==> config.mk <==
export PLATFORM = sky130hd
export DESIGN_NAME = fdpos_top
export DESIGN_NICKNAME = d
export VERILOG_FILES = /design/src/design/fdpos_pkg.sv /design/src/design/fdpos_top.sv
export SDC_FILE = /design/constraint.sdc
export NUM_CORES = 1
export LEC_CHECK = 0
export BUFFER_PORTS_ARGS = -buffer_cell sky130_fd_sc_hd__buf_2
export CAP_MARGIN = 20
export CORE_MARGIN = 3
export CORE_UTILIZATION = 51
export DETAILED_ROUTE_END_ITERATION = 8
export PLACE_DENSITY = 0.78
export SYNTH_ARGS = -nofsm -noshare
export SYNTH_HDL_FRONTEND = slang
export SYNTH_SLANG_ARGS = --single-unit
==> constraint.sdc <==
create_clock -name CLK -period 2.7 [get_ports CLK]
set_input_delay 0.135 -clock CLK [delete_from_list [all_inputs] [get_ports CLK]]
set_output_delay 0.135 -clock CLK [all_outputs]
set_load 0.05 [all_outputs]
==> src/design/fdpos_pkg.sv <==
/*
 * Shared constants, state codes and pin bundles for the flexible disk
 * positioner and host port. Assumes a single 40 MHz system clock.
 */
package fdpos_pkg;

	// ==========================================================
	// timing
	localparam int CLK_HZ = 40_000_000;
	localparam int BIT_RATE_HZ = 375_000;
	// longest whole bit cell that fits the rate: rounds down
	localparam int BIT_CYC = CLK_HZ / BIT_RATE_HZ;
	localparam int CELL_CYC = BIT_CYC / 2;
	localparam int STEP_CYC_DEF = 1000;
	localparam int SETTLE_CYC_DEF = 2000;
	localparam int HEAD_LOAD_CYC_DEF = 1000;
	localparam int TMR_W = 16;

	// ==========================================================
	// cylinder geometry
	localparam int CYL_W = 7;
	localparam int CNT_W = 8;
	localparam logic [CYL_W-1:0] CYL_LAST = 7'h57;
	localparam logic [CYL_W-1:0] CYL_ZERO = 7'h00;
	localparam logic [CNT_W-1:0] CNT_ZERO = 8'h00;
	localparam logic [CNT_W-1:0] CNT_ONE = 8'h01;

	// ==========================================================
	// register port
	localparam int REG_AW = 4;
	localparam logic [REG_AW-1:0] REG_CTRL = 4'h0;
	localparam logic [REG_AW-1:0] REG_STAT = 4'h4;
	localparam int CTRL_SLAVE_BIT = 0;
	localparam int CTRL_RECAL_BIT = 1;
	localparam logic CTRL_SLAVE_RST = 1'b0;
	localparam int STAT_TGT_LSB = 8;
	localparam int STAT_READY_BIT = 16;
	localparam int STAT_SETTLED_BIT = 17;
	localparam int STAT_ILLEGAL_BIT = 18;
	localparam int STAT_BUSY_BIT = 19;

	// ==========================================================
	// types
	typedef enum logic [2:0] {
		ST_OFF = 3'b000,
		ST_RECAL = 3'b001,
		ST_IDLE = 3'b010,
		ST_STEP = 3'b011,
		ST_SETTLE = 3'b100
	} fdpos_state_e;

	typedef struct packed {
		logic unit_sel_n;
		logic head_sel_n;
		logic [CYL_W-1:0] cyl_n;
		logic seek_n;
		logic wr_en_n;
		logic wr_data_n;
		logic rd_en_n;
	} fdpos_host_in_s;

	typedef struct packed {
		logic ready_n;
		logic settled_n;
		logic wr_prot_n;
		logic index_n;
		logic sector_n;
		logic illegal_n;
		logic fault_n;
		logic data_clk_n;
		logic rd_data_n;
	} fdpos_host_out_s;

	typedef struct packed {
		logic disk_present;
		logic spindle_at_speed;
		logic track00;
		logic index_hole;
		logic sector_hole;
		logic protect_tab;
		logic mfm_rd;
	} fdpos_mech_in_s;

	typedef struct packed {
		logic step;
		logic step_up;
		logic head_load;
		logic head_side;
		logic write_gate;
		logic read_gate;
		logic mfm_wr;
	} fdpos_mech_out_s;

	localparam int IN_W = $bits(fdpos_host_in_s) + $bits(fdpos_mech_in_s);
	// synchroniser reset: host pins idle high, mechanism sensors idle low
	localparam logic [IN_W-1:0] SYNC_IDLE = {{$bits(fdpos_host_in_s){1'b1}},
		{$bits(fdpos_mech_in_s){1'b0}}};

endpackage

==> src/design/fdpos_top.sv <==
/*
 * Host port and positioner control of one flexible disk drive: address
 * latch, range check, present-cylinder counter, stepping, recalibration,
 * settle timing, bit strobe and MFM coding toward the second unit.
 * Assumes all host and mechanism inputs are asynchronous to CLK and that
 * the stepper winding driver and analog read path sit outside.
 */
// Decided for this implementation: the placing of the registers and the address-and-strobe port.
`timescale 1ns/1ps

module fdpos_top
	import fdpos_pkg::*;
#(
	parameter int STEP_CYC = STEP_CYC_DEF,
	parameter int SETTLE_CYC = SETTLE_CYC_DEF,
	parameter int HEAD_LOAD_CYC = HEAD_LOAD_CYC_DEF
) (
	// clock and reset
	input wire logic CLK,
	input wire logic NRST,
	// host interface pins
	input wire fdpos_host_in_s HOST_IN,
	output fdpos_host_out_s HOST_OUT,
	// mechanism and link to the second unit
	input wire fdpos_mech_in_s MECH_IN,
	output fdpos_mech_out_s MECH_OUT,
	// register port
	input wire logic [REG_AW-1:0] REG_ADDR,
	input wire logic [31:0] REG_WDATA,
	input wire logic REG_WR,
	input wire logic REG_RD,
	output logic [31:0] REG_RDATA
);

	// ==========================================================
	// constants at timer width; bit and cell counts at 8 bits
	localparam logic [TMR_W-1:0] STEP_LD = TMR_W'(STEP_CYC - 1);
	localparam logic [TMR_W-1:0] SETTLE_LD = TMR_W'(SETTLE_CYC - 1);
	localparam logic [TMR_W-1:0] HEAD_LD = TMR_W'(HEAD_LOAD_CYC - 1);
	localparam logic [7:0] BIT_LAST = 8'(BIT_CYC - 1);
	localparam logic [7:0] CELL_LAST = 8'(CELL_CYC - 1);

	// ==========================================================
	// input synchronisers
	logic [IN_W-1:0] in_s1_r;
	logic [IN_W-1:0] in_s2_r;
	fdpos_host_in_s hin;
	fdpos_mech_in_s min;

	always_ff @(posedge CLK or negedge NRST) begin
		if (!NRST) begin
			// idle levels, so no false disk or track 00 right after reset
			in_s1_r <= SYNC_IDLE;
			in_s2_r <= SYNC_IDLE;
		end else begin
			in_s1_r <= {HOST_IN, MECH_IN};
			in_s2_r <= in_s1_r;
		end
	end

	assign hin = fdpos_host_in_s'(in_s2_r[IN_W-1 -: $bits(fdpos_host_in_s)]);
	assign min = fdpos_mech_in_s'(in_s2_r[$bits(fdpos_mech_in_s)-1:0]);

	// ==========================================================
	// register port
	logic ctrl_slave_r;
	logic recal_req_r;

	always_ff @(posedge CLK or negedge NRST) begin
		if (!NRST) begin
			ctrl_slave_r <= CTRL_SLAVE_RST;
			recal_req_r <= 1'b0;
		end else begin
			recal_req_r <= REG_WR && REG_ADDR == REG_CTRL && REG_WDATA[CTRL_RECAL_BIT];
			if (REG_WR && REG_ADDR == REG_CTRL) begin
				ctrl_slave_r <= REG_WDATA[CTRL_SLAVE_BIT];
			end
		end
	end

	// ==========================================================
	// seek strobe and unit selection
	logic seek_prev_r;
	logic seek_fall;
	logic seek_rise;
	logic selected;
	logic spin_ok;
	logic ready_r;
	logic seek_go;
	logic [CYL_W-1:0] cyl_latch_r;
	logic illegal_r;

	// high on the select line means the master unit
	assign selected = hin.unit_sel_n ? !ctrl_slave_r : ctrl_slave_r;
	assign spin_ok = min.disk_present && min.spindle_at_speed;
	assign seek_fall = seek_prev_r && !hin.seek_n;
	assign seek_rise = !seek_prev_r && hin.seek_n;
	// trailing edge starts motion only for a legal target
	assign seek_go = seek_rise && selected && ready_r && cyl_latch_r <= CYL_LAST;

	always_ff @(posedge CLK or negedge NRST) begin
		if (!NRST) begin
			seek_prev_r <= 1'b1;
		end else begin
			seek_prev_r <= hin.seek_n;
		end
	end

	// ==========================================================
	// address latch and range check
	always_ff @(posedge CLK or negedge NRST) begin
		if (!NRST) begin
			cyl_latch_r <= CYL_ZERO;
		end else if (!spin_ok) begin
			cyl_latch_r <= CYL_ZERO;
		end else if (seek_fall && selected) begin
			cyl_latch_r <= ~hin.cyl_n;
		end
	end

	always_ff @(posedge CLK or negedge NRST) begin
		if (!NRST) begin
			illegal_r <= 1'b0;
		end else if (!spin_ok) begin
			illegal_r <= 1'b0;
		end else if (seek_rise && selected) begin
			illegal_r <= cyl_latch_r > CYL_LAST;
		end
	end

	// ==========================================================
	// head selection and load timing
	logic head_side_r;
	logic head_load_r;
	logic [TMR_W-1:0] head_tmr_r;

	always_ff @(posedge CLK or negedge NRST) begin
		if (!NRST) begin
			head_side_r <= 1'b0;
			head_load_r <= 1'b0;
			head_tmr_r <= '0;
		end else if (!ready_r) begin
			head_load_r <= 1'b0;
			head_tmr_r <= '0;
		end else if (seek_rise && selected) begin
			head_side_r <= !hin.head_sel_n;
			head_load_r <= 1'b1;
			head_tmr_r <= HEAD_LD;
		end else if (head_tmr_r != '0) begin
			head_tmr_r <= head_tmr_r - 1'b1;
		end
	end

	// ==========================================================
	// positioner state machine
	fdpos_state_e state_r;
	logic [CNT_W-1:0] cur_cyl_r;
	logic [CNT_W-1:0] tgt_ext;
	logic [TMR_W-1:0] tmr_r;
	logic step_r;
	logic step_up_r;

	assign tgt_ext = {1'b0, cyl_latch_r};

	always_ff @(posedge CLK or negedge NRST) begin
		if (!NRST) begin
			state_r <= ST_OFF;
			ready_r <= 1'b0;
			cur_cyl_r <= CNT_ZERO;
			tmr_r <= '0;
			step_r <= 1'b0;
			step_up_r <= 1'b0;
		end else begin
			step_r <= 1'b0;
			if (!spin_ok) begin
				state_r <= ST_OFF;
				ready_r <= 1'b0;
			end else begin
				case (state_r)
					ST_OFF: begin
						state_r <= ST_RECAL;
						tmr_r <= '0;
					end
					ST_RECAL: begin
						if (min.track00) begin
							cur_cyl_r <= CNT_ZERO;
							ready_r <= 1'b1;
							state_r <= ST_SETTLE;
							tmr_r <= SETTLE_LD;
						end else if (tmr_r != '0) begin
							tmr_r <= tmr_r - 1'b1;
						end else begin
							// counter is meaningless until the sensor is found
							step_r <= 1'b1;
							step_up_r <= 1'b0;
							tmr_r <= STEP_LD;
						end
					end
					ST_STEP: begin
						if (seek_go) begin
							state_r <= (cyl_latch_r == CYL_ZERO) ? ST_RECAL : ST_STEP;
						end else if (tmr_r != '0) begin
							tmr_r <= tmr_r - 1'b1;
						end else if (cur_cyl_r == tgt_ext) begin
							state_r <= ST_SETTLE;
							tmr_r <= SETTLE_LD;
						end else begin
							step_r <= 1'b1;
							step_up_r <= tgt_ext > cur_cyl_r;
							if (tgt_ext > cur_cyl_r) begin
								cur_cyl_r <= cur_cyl_r + CNT_ONE;
							end else begin
								cur_cyl_r <= cur_cyl_r - CNT_ONE;
							end
							tmr_r <= STEP_LD;
						end
					end
					ST_IDLE, ST_SETTLE: begin
						if (seek_go || recal_req_r) begin
							// a zero target recalibrates to recover a lost count
							if (recal_req_r || cyl_latch_r == CYL_ZERO) begin
								state_r <= ST_RECAL;
							end else begin
								state_r <= ST_STEP;
							end
							tmr_r <= '0;
						end else if (state_r == ST_SETTLE) begin
							if (tmr_r != '0) begin
								tmr_r <= tmr_r - 1'b1;
							end else begin
								state_r <= ST_IDLE;
							end
						end
					end
					default: begin
						state_r <= ST_OFF;
					end
				endcase
			end
		end
	end

	// ==========================================================
	// bit strobe generation
	logic [7:0] bit_cnt_r;
	logic bit_tick;
	logic cell_tick;
	logic data_clk_n_r;

	assign bit_tick = bit_cnt_r == BIT_LAST;
	assign cell_tick = bit_cnt_r == CELL_LAST;

	always_ff @(posedge CLK or negedge NRST) begin
		if (!NRST) begin
			bit_cnt_r <= 8'h00;
			data_clk_n_r <= 1'b1;
		end else begin
			bit_cnt_r <= bit_tick ? 8'h00 : bit_cnt_r + 8'h01;
			if (bit_tick) begin
				data_clk_n_r <= 1'b0;
			end else if (cell_tick) begin
				data_clk_n_r <= 1'b1;
			end
		end
	end

	// ==========================================================
	// write path: NRZ to MFM toward the selected unit
	logic write_gate;
	logic read_gate;
	logic wr_prev_r;
	logic wr_data_cell_r;
	logic mfm_wr_r;

	// a protected disk cannot be written even with the enable low
	assign write_gate = ready_r && selected && !hin.wr_en_n && !min.protect_tab;
	assign read_gate = ready_r && selected && !hin.rd_en_n;

	always_ff @(posedge CLK or negedge NRST) begin
		if (!NRST) begin
			wr_prev_r <= 1'b0;
			wr_data_cell_r <= 1'b0;
			mfm_wr_r <= 1'b0;
		end else if (!write_gate) begin
			wr_prev_r <= 1'b0;
			mfm_wr_r <= 1'b0;
		end else if (bit_tick) begin
			// clock cell only between two zeros
			mfm_wr_r <= !wr_prev_r && hin.wr_data_n;
			wr_data_cell_r <= !hin.wr_data_n;
			wr_prev_r <= !hin.wr_data_n;
		end else if (cell_tick) begin
			mfm_wr_r <= wr_data_cell_r;
		end
	end

	// ==========================================================
	// read path: MFM data cell to inverted NRZ
	logic rd_data_n_r;

	always_ff @(posedge CLK or negedge NRST) begin
		if (!NRST) begin
			rd_data_n_r <= 1'b1;
		end else if (!read_gate) begin
			rd_data_n_r <= 1'b1;
		end else if (bit_tick) begin
			// data cell sits in the second half of the bit
			rd_data_n_r <= !min.mfm_rd;
		end
	end

	// ==========================================================
	// status outputs toward the host
	logic settled_n_r;
	logic wr_prot_n_r;
	logic index_n_r;
	logic sector_n_r;

	always_ff @(posedge CLK or negedge NRST) begin
		if (!NRST) begin
			settled_n_r <= 1'b1;
			wr_prot_n_r <= 1'b1;
			index_n_r <= 1'b1;
			sector_n_r <= 1'b1;
		end else begin
			settled_n_r <= !(ready_r && state_r == ST_IDLE && head_tmr_r == '0
				&& !seek_go && !recal_req_r);
			wr_prot_n_r <= !(selected && min.protect_tab);
			index_n_r <= !(selected && min.index_hole);
			sector_n_r <= !(selected && min.sector_hole);
		end
	end

	always_comb begin
		HOST_OUT.ready_n = !(ready_r && selected);
		HOST_OUT.settled_n = settled_n_r;
		HOST_OUT.wr_prot_n = wr_prot_n_r;
		HOST_OUT.index_n = index_n_r;
		HOST_OUT.sector_n = sector_n_r;
		HOST_OUT.illegal_n = !illegal_r;
		HOST_OUT.fault_n = 1'b1;
		HOST_OUT.data_clk_n = data_clk_n_r;
		HOST_OUT.rd_data_n = rd_data_n_r;
		MECH_OUT.step = step_r;
		MECH_OUT.step_up = step_up_r;
		MECH_OUT.head_load = head_load_r;
		MECH_OUT.head_side = head_side_r;
		MECH_OUT.write_gate = write_gate;
		MECH_OUT.read_gate = read_gate;
		MECH_OUT.mfm_wr = mfm_wr_r;
	end

	// ==========================================================
	// register read data, one cycle after the strobe
	always_ff @(posedge CLK or negedge NRST) begin
		if (!NRST) begin
			REG_RDATA <= 32'h00000000;
		end else if (REG_RD && REG_ADDR == REG_CTRL) begin
			REG_RDATA <= {31'h00000000, ctrl_slave_r};
		end else if (REG_RD && REG_ADDR == REG_STAT) begin
			REG_RDATA <= {12'h000, state_r != ST_IDLE, illegal_r, !settled_n_r, ready_r,
				tgt_ext, cur_cyl_r};
		end else begin
			REG_RDATA <= 32'h00000000;
		end
	end
endmodule

==> summary.txt <==
Status
  – Status: complete, but fails checks
  – Violations in the final reports: setup timing

Synth
  – Cell types occupying the most area after synthesis: dfrtp_1 39%, dfstp_2 13%, nor2_1 3.9%, ha_1 3.7%, buf_4 3.3%
  – Most used standard cells in the synthesized netlist: 102 x dfrtp_1, 68 x nor2_1, 33 x dfstp_2
  – Post-synth design cell area: 6511 sq um
  – Yosys reg bits: 135
  – Synth Area in Compound Gates: 15.12%
  – Number of distinct library cells after synthesis: 80
  – Synth Instances: 610
  – Per-instance average area after synthesis: 10.67 sq um
  – EDFF count, synth: 0
  – Post-Synth Simple-Gate Area: 17.76%
  – Async SR Flop Fraction: 100.0%
  – Area share of xor/xnor cells in the synthesized design: 3.209%
  – Post-Synth Adder-Cell Area: 3.958%
  – Library cell with the largest summed area after synthesis: dfrtp_1
  – Most frequent cell after synthesis: dfrtp_1
  – Ys flop type: dfrtp_1
  – Share of cell area taken by muxes after synthesis: 1.268%
  – Total number of yosys warnings: 0
  – Largest family of logic cells by synthesized area: simple AND/OR/NAND/NOR gates
  – Proportion of synthesized chip area in sequential cells: 52.52%
  – Top-area cell type share of the netlist area: 39.20%

Hold path
  – Hold endpoint: REG_RDATA[0]
  – Worst Hold Launch: REG_ADDR[2]
  – Min-Delay Path Depth: 3
  – Class of the most critical hold timing path: primary input to register

Timing
  – Setup tns final: -0.1327 ns
  – Highest clock rate: 359.2 MHz
  – Portion of the clock cycle consumed by the worst path in the final layout: 103.1%
  – Worst-case headroom to the max-slew limit: 38.24%
  – Worst Tran Pin Value: 0.9180 ns
  – Setup repair after global routing missed its margin: yes
  – Number of pins exceeding their max-slew limit in the final report: 0
  – Final setup vio count: 4
  – Skew final: 0.01152 ns
  – Final hold viol count: 0
  – Tmin final: 2.784 ns
  – Least setup slack across all paths after layout: -0.08403 ns

Power
  – Clock Power Share: 40.3%
  – Power consumption: 0.005603 W
  – Maximum vdd ir drop: 0.0004945 V
  – Net switching share of the total power: 29.21%
  – Power Density: 684.3 nW/um^2
  – Flop pwr share: 40.8%
  – Net Switching: 0.001637 W
  – Internal cell power: 0.003966 W
  – Leakage power summed over all cells: 3.714 nW
  – Share of total power in combinational logic: 19.0%

CTS
  – Deepest clock path buffer count: 2
  – Clk sink count: 135
  – Clock buffer count from CTS: 17
  – H-tree depth reported by CTS: 4
  – CTS clock-pin slew for the worst setup and hold paths: 0.06 ns
  – TritonCTS clock tree: built
  – Clock latency on the worst-skew pair: 0.43 ns
  – Root Driver: clkbuf_16

Place
  – Standard cell area after detailed placement: 7176 sq um
  – HPWL after detailed placement: 10230 microns
  – Buffers on Ports: 63
  – Final estimated routing congestion in global placement: 0.9102

Finish
  – Share of cells above drive strength 1: 29.20%
  – Final instance area: 8188 sq um
  – Final net count: 817
  – Area added between synthesis and finish: 25.75%
  – Count of fill cells added during filler insertion: 882
  – Diode count: 0

Worst setup path
  – CP Max Fanout: 8
  – Critical path class: register to register
  – Crit path capture type: register
  – R2R Setup Slk: -0.08 ns
  – Reg2reg path depth: 13
  – FF-to-FF End: cur_cyl_r[7]
  – Crit path DAT: 3.08 ns
  – Startpoint class of the critical path: register
  – Origin of the critical flop-to-flop path: cur_cyl_r[1]
  – Crit path required time: 3.00 ns

Drt
  – Remaining antenna violation count: 0
  – # DRC: 0
  – First DRT Iteration DRCs: 476
  – Number of vias in the routed layout: 5337
  – Length of the first detailed-routing pass in iterations: 6
  – Wire length per cell: 18.15 microns
  – Sum of routed wire length over all layers: 16660 microns
  – DR vias/cell: 5.814

Floorplan
  – Initial Util: 53.10%
  – Floorplan die width: 119.0 microns
  – Placement Rows: 40
  – Placeable core region: 12260 sq um
  – Die boundary height: 119.0 microns
  – Die footprint: 14160 sq um
  – Ports placed on the boundary: 108

GRT
  – Number of global-route vias before repair: 5374
  – Global route overflow: 0
  – Maximum number of pins on one net before global-route repair: 68
  – Global router's overall resource usage: 23.22%
  – First-pass GRT wire length: 26450 microns
  – Initial antenna violation count: 0

Flow run
  – Maximum capacitance violations: 0
==> area by class of cell <==
type / instances / area [sq um] / share of cell area (%)
repair buffers: 142 / 992.2 / 12.12
well taps: 168 / 210.2 / 2.567
multi-input cells: 414 / 2889 / 35.28
clock buffers: 21 / 450.4 / 5.501
clock inverters: 11 / 125.1 / 1.528
inverters: 27 / 101.3 / 1.238
flip-flops and latches: 135 / 3420 / 41.76
==> flip-flops by register name, indices dropped and copies added, names as in the netlist, 7 cells and up <==
register,cells
in_s1_r,20
in_s2_r,20
REG_RDATA,19
head_tmr_r,16
tmr_r,16
bit_cnt_r,8
cur_cyl_r,8
cyl_latch_r,7
==> cell usage in the layout (no fill, tap or decap), types with 5 or more instances in the layout <==
cell type / instances
nand2_1: 30
ha_4: 7
clkinvlp_4: 5
dfstp_2: 33
o21a_1: 7
a21oi_1: 22
dlygate4sd3_1: 26
nand4_1: 5
o21ai_1: 5
o31ai_1: 11
and2_1: 9
xor2_1: 15
inv_1: 24
or4_1: 10
clkbuf_16: 17
nor4_1: 7
buf_2: 62
a211oi_1: 13
a21o_1: 6
mux2i_1: 6
o211ai_1: 7
nand3_1: 17
o21ai_0: 22
xnor2_1: 7
conb_1: 14
nand3b_1: 5
buf_4: 52
or3_1: 9
o22ai_1: 6
ha_1: 10
nor2b_1: 5
dfrtp_1: 102
nor3_1: 11
nor2_1: 68
==> timing repair <==
| action | CTS | global route |
|---|---|---|
| endpoints found under the setup margin | 3 | 5 |
| gates resized for setup | 12 | 11 |
| buffers inserted | 1 | 5 |
| pin swaps | 8 | 12 |
| endpoints found under the hold margin | 44 | 0 |
| hold buffers | 26 | 0 |
==> through the flow <==
step	hold slack, ns	cells	utilization, %	setup WS (ns)
2_1_floorplan	-0.1606	622	-	0.003203
3_3_place_gp	0.1439	855	58.52	-0.04550
3_5_place_dp	0.1578	855	58.52	-0.1188
4_1_cts	0.01327	914	66.10	0.002916
5_1_grt	0.08749	918	66.78	-0.1852
6_report	0.07966	918	66.78	-0.08403
==> power groups by stage <==
| stage | Combinational (W) | Clock [W] | Sequential [W] |
|---|---|---|---|
| after floorplan | 0.000692 | 0 | 0.00227 |
| after CTS | 0.00102 | 0.00226 | 0.00228 |
| after global routing | 0.00115 | 0.00237 | 0.00230 |
| final | 0.00106 | 0.00226 | 0.00229 |
| after detailed placement | 0.000955 | 0 | 0.00231 |
| after global placement | 0.000912 | 0 | 0.00230 |
==> how the worst max path moves through the flow <==
stage                               to         start  cells past startpoint  slack [ns]
after floorplan           cur_cyl_r[6]  cur_cyl_r[1]                     12       0.003
after global placement    cur_cyl_r[6]  cur_cyl_r[2]                     13       -0.05
after detailed placement  cur_cyl_r[6]  cur_cyl_r[2]                     13       -0.12
after CTS                 cur_cyl_r[7]  cur_cyl_r[1]                     13       0.003
after global routing      cur_cyl_r[7]  cur_cyl_r[1]                     13       -0.19
final                     cur_cyl_r[7]  cur_cyl_r[1]                     13       -0.08
==> worst max-delay path, cell delays in order, from the launching register on <==
cell,delay [ns]
dfrtp_1,0.39
inv_2,0.08
ha_4,0.27
and3b_1,0.19
o21ai_1,0.09
a21oi_1,0.18
o22ai_2,0.11
buf_6,0.16
ha_4,0.25
a21oi_4,0.16
o2111ai_2,0.12
nand2_1,0.10
and3b_1,0.18
or3_1,0.38
==> cell families after synthesis <==
logic type | after synthesis
AO/OA/AOI/OAI | 137
other | 2
multiplexers | 8
adder cells (fa/ha/maj) | 20
AND/OR/NAND/NOR | 212
XOR/XNOR | 23
flip-flops | 135
buffers and inverters | 73
==> layer usage <==
layer	part of all wire, %	vias up	GRT usage (%)
li1	-	2408	-
met1	39	2583	27.04
met2	51	267	39.60
met3	6.1	79	6.030
met4	4.2	0	11.59
met5	0	-	0
(Power assumes the default switching activity.)
